===== src/ssw_pkg.sv =====
// Constants and carrier types for the stepper status word block.
// Function
// Mode bit high in configuration mode, starts command.
// No valid configuration: current off, motion refused.
// Config fault set at boot/invalid write, cleared valid.
// Stall detect in config mode sets config fault.
// Healthy flag low while internal fault present.
// Bad command flag cleared only by reset-errors.
// Input fault from estop, limits, jog, homing.
// Position invalid causes; absolute moves rejected.
// Programming and segment ready flags for assembled moves.
// Move done set on finish, cleared by next.
// Move done with bad command on jog range.
// Decel, accel, hold and direction flags follow motion.
// Homed after homing success; stopped when not moving.
// Enable mirrored; current off on fault, zero idle.
// Output one and input levels reported.
// Alive toggle every 500 ms in command mode.
// Limit flag set at limit, cleared on release.
// Bad parameter change on jog or gearing range.
// Rotor lag flag when trailing over one revolution.
// Fault cleared by 0x0400 pair, current stays off.
// Physical link loss sets link lost, input fault; the code sets both only when the link is restored after a loss.
// Overheat warning above 90 degrees.
package ssw_pkg;

    // ========================================================================
    // Register map and command fields
    // ========================================================================
    localparam logic [15:0] SSW_ADDR_CMD_UPPER   = 16'h0400;
    localparam logic [15:0] SSW_ADDR_CMD_LOWER   = 16'h0401;
    localparam logic [15:0] SSW_FAULT_CLEAR_WORD = 16'h0400;
    localparam int          SSW_RESET_ERRORS_BIT = 10;
    localparam int          SSW_DRIVE_ENABLE_BIT = 15;
    localparam int          SSW_CLEAR_FAULT_BIT  = 10;
    localparam logic [15:0] SSW_STATUS_RESET     = 16'h0000;

    // ========================================================================
    // Timing
    // ========================================================================
    localparam int SSW_CLK_HZ        = 40_000_000;
    localparam int SSW_ALIVE_MS      = 500;
    localparam int SSW_ALIVE_CYCLES  = (SSW_CLK_HZ / 1000) * SSW_ALIVE_MS;

    // ========================================================================
    // Carrier types
    // ========================================================================
    typedef struct packed {
        logic config_mode;
        logic config_valid_written;
        logic config_invalid_written;
        logic config_loaded_boot;
        logic stall_detect_enabled;
        logic internal_fault;
        logic invalid_command;
        logic range_error_jog_reg;
        logic estop;
        logic limit_in_move;
        logic jog_into_limit;
        logic opposite_limit_homing;
        logic position_preset;
        logic homing_done;
        logic immediate_stop;
        logic stall_detected;
        logic move_finished_ok;
        logic move_command;
        logic programming_ready;
        logic segment_ready;
        logic decelerating;
        logic accelerating;
        logic in_hold;
        logic moving_ccw;
        logic moving_cw;
        logic motor_idle;
        logic idle_reduction_zero;
        logic overtemp_fault;
        logic short_fault;
        logic limit_input_active;
        logic bad_jog_parameter;
        logic bad_gearing_ratio;
        logic rotor_lag;
        logic link_physical_lost;
        logic link_restored;
        logic host_program_state;
        logic overheat;
        logic output_one_level;
        logic input_three_level;
        logic input_two_level;
        logic input_one_level;
    } ssw_event_type;

    typedef struct packed {
        logic [15:0] motion_status_primary;
        logic [15:0] drive_status_secondary;
        logic        motor_current_on;
        logic        motion_permitted;
        logic        absolute_move_permitted;
    } ssw_report_type;

endpackage : ssw_pkg


===== src/ssw_status.sv =====
// Status word builder and command word decoder for the stepper indexer.
`timescale 1ns/100ps
module ssw_status
    import ssw_pkg::*;
#(
    parameter int ALIVE_CYCLES = SSW_ALIVE_CYCLES
)
(
    // Clock, reset and enable
    input  wire logic           clk,
    input  wire logic           rst_b,
    input  wire logic           clk_en,
    // Command word writes
    input  wire logic           cmd_write,
    input  wire logic [15:0]    cmd_addr,
    input  wire logic [15:0]    cmd_data,
    // Events from motion core and pins
    input  wire ssw_event_type  events,
    // Status words and power control
    output ssw_report_type      report
);

    // ========================================================================
    // Reset release
    // ========================================================================
    logic [1:0] rst_sync;
    logic       rst_int_b;

    always_ff @(posedge clk or negedge rst_b)
    begin
        if (!rst_b)
            rst_sync <= 2'h0;
        else
            rst_sync <= {rst_sync[0], 1'b1};
    end
    assign rst_int_b = rst_sync[1];

    // ========================================================================
    // Pin synchronisers for the level inputs
    // ========================================================================
    // Pins are the limit input and the last four fields of the event bundle: output and inputs.
    logic [4:0] pin_meta;
    logic [4:0] pin_sync;

    always_ff @(posedge clk or negedge rst_int_b)
    begin
        if (!rst_int_b)
        begin
            pin_meta <= 5'h00;
            pin_sync <= 5'h00;
        end
        else if (clk_en)
        begin
            pin_meta <= {events.limit_input_active, events.output_one_level,
                         events.input_three_level, events.input_two_level, events.input_one_level};
            pin_sync <= pin_meta;
        end
    end

    // ========================================================================
    // State
    // ========================================================================
    typedef struct packed {
        logic        config_mode;
        logic        config_fault;
        logic        config_valid;
        logic        bad_command;
        logic        input_fault;
        logic        position_invalid;
        logic        move_done;
        logic        homed;
        logic        power_stage_enabled;
        logic        power_stage_fault;
        logic        end_limit_active;
        logic        bad_parameter_change;
        logic        link_lost;
        logic        link_was_lost;
        logic        alive_toggle;
        logic        limit_prev;
        logic [31:0] alive_count;
        ssw_report_type out;
    } ssw_state_type;

    ssw_state_type state;
    ssw_state_type next_state;

    logic        wr_upper;
    logic        wr_lower;
    logic        reset_errors;
    logic        fault_clear;
    logic [15:0] last_upper;

    // The upper word is latched so the pairing of both words can be checked
    // when the lower word completes the block.
    always_ff @(posedge clk or negedge rst_int_b)
    begin
        if (!rst_int_b)
            last_upper <= 16'h0000;
        else if (clk_en && wr_upper)
            last_upper <= cmd_data;
    end

    always_comb
    begin
        wr_upper     = cmd_write && (cmd_addr == SSW_ADDR_CMD_UPPER);
        wr_lower     = cmd_write && (cmd_addr == SSW_ADDR_CMD_LOWER);
        reset_errors = wr_upper && cmd_data[SSW_RESET_ERRORS_BIT];
        fault_clear  = wr_lower && (last_upper == SSW_FAULT_CLEAR_WORD)
                       && (cmd_data == SSW_FAULT_CLEAR_WORD);
    end

    always_comb
    begin
        next_state = state;

        // Mode and configuration validity.
        next_state.config_mode = events.config_mode;
        if (events.config_valid_written || events.config_loaded_boot)
            next_state.config_valid = 1'b1;
        else if (events.config_invalid_written)
            next_state.config_valid = 1'b0;
        next_state.config_fault = !next_state.config_valid
                                  || (events.config_mode && events.stall_detect_enabled);

        // Error latches: set wins over clear in the same cycle.
        if (reset_errors)
            next_state.bad_command = 1'b0;
        if (events.invalid_command)
            next_state.bad_command = 1'b1;

        if (reset_errors)
            next_state.input_fault = 1'b0;
        if (events.estop || events.limit_in_move || events.jog_into_limit
            || events.opposite_limit_homing || (state.link_was_lost && events.link_restored))
            next_state.input_fault = 1'b1;

        if (events.position_preset || events.homing_done)
            next_state.position_invalid = 1'b0;
        if (events.config_valid_written || events.config_invalid_written || events.link_restored
            || events.immediate_stop || events.estop || events.limit_in_move || events.stall_detected)
            next_state.position_invalid = 1'b1;

        if (events.move_command || events.position_preset || reset_errors)
            next_state.move_done = 1'b0;
        if (events.move_finished_ok || events.range_error_jog_reg)
            next_state.move_done = 1'b1;
        if (events.range_error_jog_reg)
            next_state.bad_command = 1'b1;

        if (events.move_command)
            next_state.homed = 1'b0;
        if (events.homing_done)
            next_state.homed = 1'b1;

        // Command word fields.
        if (wr_lower)
            next_state.power_stage_enabled = cmd_data[SSW_DRIVE_ENABLE_BIT];
        if (fault_clear)
            next_state.power_stage_fault = 1'b0;
        if (state.power_stage_enabled && (events.overtemp_fault || events.short_fault))
            next_state.power_stage_fault = 1'b1;

        // Limit flag clears on the active-to-inactive edge of the input.
        next_state.limit_prev = pin_sync[4];
        if (reset_errors || (state.limit_prev && !pin_sync[4]))
            next_state.end_limit_active = 1'b0;
        if (events.limit_in_move)
            next_state.end_limit_active = 1'b1;

        if (reset_errors)
            next_state.bad_parameter_change = 1'b0;
        if (events.bad_jog_parameter || events.bad_gearing_ratio)
            next_state.bad_parameter_change = 1'b1;

        if (events.link_physical_lost)
            next_state.link_was_lost = 1'b1;
        if (reset_errors)
            next_state.link_lost = 1'b0;
        if (state.link_was_lost && events.link_restored)
        begin
            next_state.link_lost     = 1'b1;
            next_state.link_was_lost = 1'b0;
        end

        // Heartbeat runs only in command mode.
        if (events.config_mode)
            next_state.alive_count = 32'h0;
        else if (state.alive_count >= 32'(ALIVE_CYCLES - 1))
        begin
            next_state.alive_count  = 32'h0;
            next_state.alive_toggle = !state.alive_toggle;
        end
        else
            next_state.alive_count = state.alive_count + 32'h1;

        // Output assembly.
        next_state.out.motion_status_primary = {
            state.config_mode, !events.internal_fault, state.config_fault, state.bad_command,
            state.input_fault, state.position_invalid, events.segment_ready, events.programming_ready,
            state.move_done, events.decelerating, events.accelerating, state.homed,
            events.motor_idle, events.in_hold, events.moving_ccw, events.moving_cw};
        next_state.out.drive_status_secondary = {
            state.power_stage_enabled, events.stall_detected, pin_sync[3], 1'b0,
            state.alive_toggle, state.end_limit_active, state.bad_parameter_change, events.rotor_lag,
            state.power_stage_fault, state.link_lost, events.host_program_state, events.overheat,
            1'b0, pin_sync[2:0]};
        next_state.out.motor_current_on = state.config_valid && state.power_stage_enabled
                                          && !state.power_stage_fault
                                          && !(events.motor_idle && events.idle_reduction_zero);
        next_state.out.motion_permitted        = state.config_valid && !state.config_mode;
        next_state.out.absolute_move_permitted = state.config_valid && !state.position_invalid;
    end

    always_ff @(posedge clk or negedge rst_int_b)
    begin
        if (!rst_int_b)
        begin
            state                            <= '0;
            state.position_invalid           <= 1'b1;
            state.config_fault               <= 1'b1;
            state.out.motion_status_primary  <= SSW_STATUS_RESET;
            state.out.drive_status_secondary <= SSW_STATUS_RESET;
        end
        else if (clk_en)
            state <= next_state;
    end

    assign report = state.out;

endmodule : ssw_status


===== config.mk =====
export PLATFORM = sky130hd
export DESIGN_NAME = ssw_status
export DESIGN_NICKNAME = d
export VERILOG_FILES = /design/src/ssw_pkg.sv /design/src/ssw_status.sv
export SDC_FILE = /design/constraint.sdc
export NUM_CORES = 1
export LEC_CHECK = 0
export BUFFER_PORTS_ARGS = -buffer_cell sky130_fd_sc_hd__buf_2
export CORE_UTILIZATION = 59
export DETAILED_ROUTE_END_ITERATION = 16
export GPL_TIMING_DRIVEN = 0
export PLACE_DENSITY_LB_ADDON = 0.3
export SLEW_MARGIN = 20
export SYNTH_ARGS = -nofsm -noshare
export SYNTH_HDL_FRONTEND = slang
export SYNTH_SLANG_ARGS = --single-unit

===== constraint.sdc =====
create_clock -name clk -period 5.5 [get_ports clk]
set_input_delay 0.275 -clock clk [delete_from_list [all_inputs] [get_ports clk]]
set_output_delay 0.275 -clock clk [all_outputs]
set_load 0.05 [all_outputs]

==> metrics.cfg <==
[run_status]
status=finished clean

[detailed_routing]
dr_total_vias=3914
drt_iter0_markers=271
drc=0
first_pass_iters=4
vias_per_cell=5.739
wirelength_um=11230
ant_nets=0
wl_per_cell_um=16.46

[sta]
setup_ws_ps=3104
maxClockFrequency_ghz=0.4174
post-route-period-util=0.4356
finalSetupTns_ps=0
period_needed_ps=2396
setup-violations-final=0
timing.slew.headroom=0.4171
max_slew.worst_pin.slew_ps=866.3
finalHoldViolations=0
finalClockSkew_ps=14.02
slew_viol_final=0
rsz0062_at_grt=no

[layout]
layout_commonest_cell=buf_2
drive_gt1_frac=0.4216
fillers=641
nNetsFinal=647
antenna_cells=0
syn2layout_area_growth_pct=17.57
final_cell_mix=buf_2 (109), dfrtp_1 (106), mux2_2 (58)

[yosys]
synth-seq-area-share=0.5194
synth_top_area_cell=dfrtp_1
synthCells=448
async_flop_share=1.000
synth_cell_type_count=52
syn_area_per_cell_um2=11.73
synth_seq_cells=109
synth_edf_count=0
yosysTopAreaCellShare=0.5094
ys_top_cells_by_area=dfrtp_1 (51%), mux2_2 (12%), buf_4 (5.1%)
yosys_most_used_dff=dfrtp_1
ys_warn_count=0
syn-cell-area_um2=5256

[critical_path]
crit_chain=nor4_1, nand4_1, o311ai_4, buf_6, o31ai_1, mux2_2
cp_top_family=compound AO/OA/AOI/OAI gates
max_stage_delay_ps=620
cp_slowest_cell=o311ai_4
worstPathRequired_ps=5760
cp-end-kind=flip-flop
start_kind=flip-flop
crit_type=reg -> reg
crit_path_max_fanout=10
worst-path-buf-inv=1
cp.arrival_ps=2660

[global_route]
grt_pass1_wl_um=18620
grt_usage=0.2659
grt_pass1_vias=3925
grt_max_degree=58
antenna_found_initial=0
grt_overflow=0

[pwr]
clockPowerShare=0.301
worst_ir_drop_vdd_mv=0.1919
p_int_mw=1.182
p_sw_uw=486.2
total_leakage_power_nw=2.948
seq_power_share=0.529
combPwrFrac=0.170
switching_share=0.2914
powerDensity_nw_per_um2=270.0

[cts]
cts_resized=0
cts_sinks=109
cts_setup_buffers=0
cts_tree=done
numCtsBuffers=9
ctsHtreeMaxLevel=3
clock_latency_ps=370
clk_pin_slew_ps=110
root_buffer=clkbuf_8
cts_buffer_depth=2

[floorplanning]
rows=34
ioPinCount=112
die_w_um=96.39
die_y_um=96.39
start_util=0.6057
core-area_um2=8678
die_area_um2=9290

[placement]
dpl_worst_slack_ps=3050
globalplace.congestion=0.8789
port_buffers=107
dp_hpwl_um=8300

[run]
maxCapViolCount=0

[worst_hold_path]
timing.hold.worst.class=in -> reg

-- worst reg2reg max path, delay by kind of cell, from the launching register on --
| kind | cells | cell delay [ps] |
|---|---|---|
| simple gates | 2 | 600 |
| compound gates | 2 | 710 |
| buf+inv | 1 | 240 |
| mux | 1 | 280 |
| flops | 1 | 460 |
-- stage by stage --
stage | instance area [um2] | hold WS [ps] | utilization | total power [mW] | cells
global route | 6180 | 71.78 | 0.7121 | 1.732 | 682
CTS | 6180 | 69.08 | 0.7121 | 1.680 | 682
global placement | 5931 | 60.63 | 0.6834 | 1.170 | 664
detailed placement | 5962 | 61.59 | 0.6870 | 1.182 | 665
finish | 6180 | 79.55 | 0.7121 | 1.668 | 682
floorplan | 5260 | -20.59 | - | 1.098 | 449
-- cells by family (layout without fill, tap and decap cells) --
kind of cell,after synthesis,in the layout,share of synthesized area
AND/OR/NAND/NOR,133,133,0.1514
flip-flops,109,109,0.5194
AO/OA/AOI/OAI,79,79,0.1171
buffers and inverters,64,189,0.08046
multiplexers,59,59,0.1262
other,2,3,0.001429
adder cells (fa/ha/maj),1,1,0.002380
XOR/XNOR,1,1,0.001667
-- area by class of cell --
cell class | count | area (um2) | share of cell area
Tap cell | 108 | 135.1 | 0.02187
Timing Repair Buffer | 109 | 573.1 | 0.09273
Clock inverter | 6 | 80.08 | 0.01296
Inverter | 9 | 33.78 | 0.005467
Buffer | 55 | 389.1 | 0.06297
Clock buffer | 10 | 127.6 | 0.02065
Sequential cell | 109 | 2734 | 0.4424
Multi-Input combinational cell | 276 | 2107 | 0.3410
-- path summary, 6_finish.rpt --
path | slack, ps | endpoint | from | cells after the start
hold / removal | 80 | report[33]$_DFFE_PN0P_ | events[35] | 2
hold reg to reg | 360 | rst_sync[1]$_DFF_PN0_ | rst_sync[0]$_DFF_PN0_ | 0
min in group asynchronous | 210 | rst_sync[1]$_DFF_PN0_ | rst_b | 2
setup / recovery | 3100 | state[49]$_DFFE_PN0P_ | state[57]$_DFFE_PN0P_ | 6
max in group asynchronous | 4350 | next_state[29]$_DFFE_PN1P_ | rst_sync[1]$_DFF_PN0_ | 1
setup reg to reg | 3100 | state[49]$_DFFE_PN0P_ | state[57]$_DFFE_PN0P_ | 6
-- what timing repair did --
action	in CTS	in global routing
endpoints found under the hold margin	2	0
hold buffers	1	0
setup endpoints to repair	0	0
-- cell usage after synthesis, drive strengths merged, types with 3 or more instances --
cell type / number
dfrtp: 107
mux2: 58
buf: 44
o31ai: 20
o21ai: 19
nand2: 18
a22o: 17
nor2: 17
nor3: 15
nor4: 15
nor2b: 14
clkbuf: 11
nand4: 10
inv: 9
nand3: 8
and2: 7
and3: 7
nor4b: 6
or4: 6
o2bb2ai: 5
a21o: 4
a21oi: 4
a211oi: 3
or2b: 3
-- flip-flops by register name (all words and copies together), names as in the netlist --
register,count
pin_meta,5
next_state,13
state,35
pin_sync,5
report,33
rst_sync,2
last_upper,16
-- power by group through the flow --
stage          Sequential (mW)  Combinational (mW)  Clock (mW)
5_1_grt                  0.890               0.305       0.538
6_report                 0.882               0.284       0.503
4_1_cts                  0.882               0.286       0.512
3_3_place_gp             0.902               0.268           0
2_1_floorplan            0.892               0.206           0
3_5_place_dp             0.898               0.285           0
-- metal layers --
layer / share of wire / vias to the layer above / global-route usage
met5: 0 / - / 0
li1: - / 1848 / -
met2: 0.49 / 104 / 0.4279
met4: 0.020 / 0 / 0.08946
met3: 0.051 / 16 / 0.05712
met1: 0.44 / 1946 / 0.3602
Power figures use the tool's default switching activity.
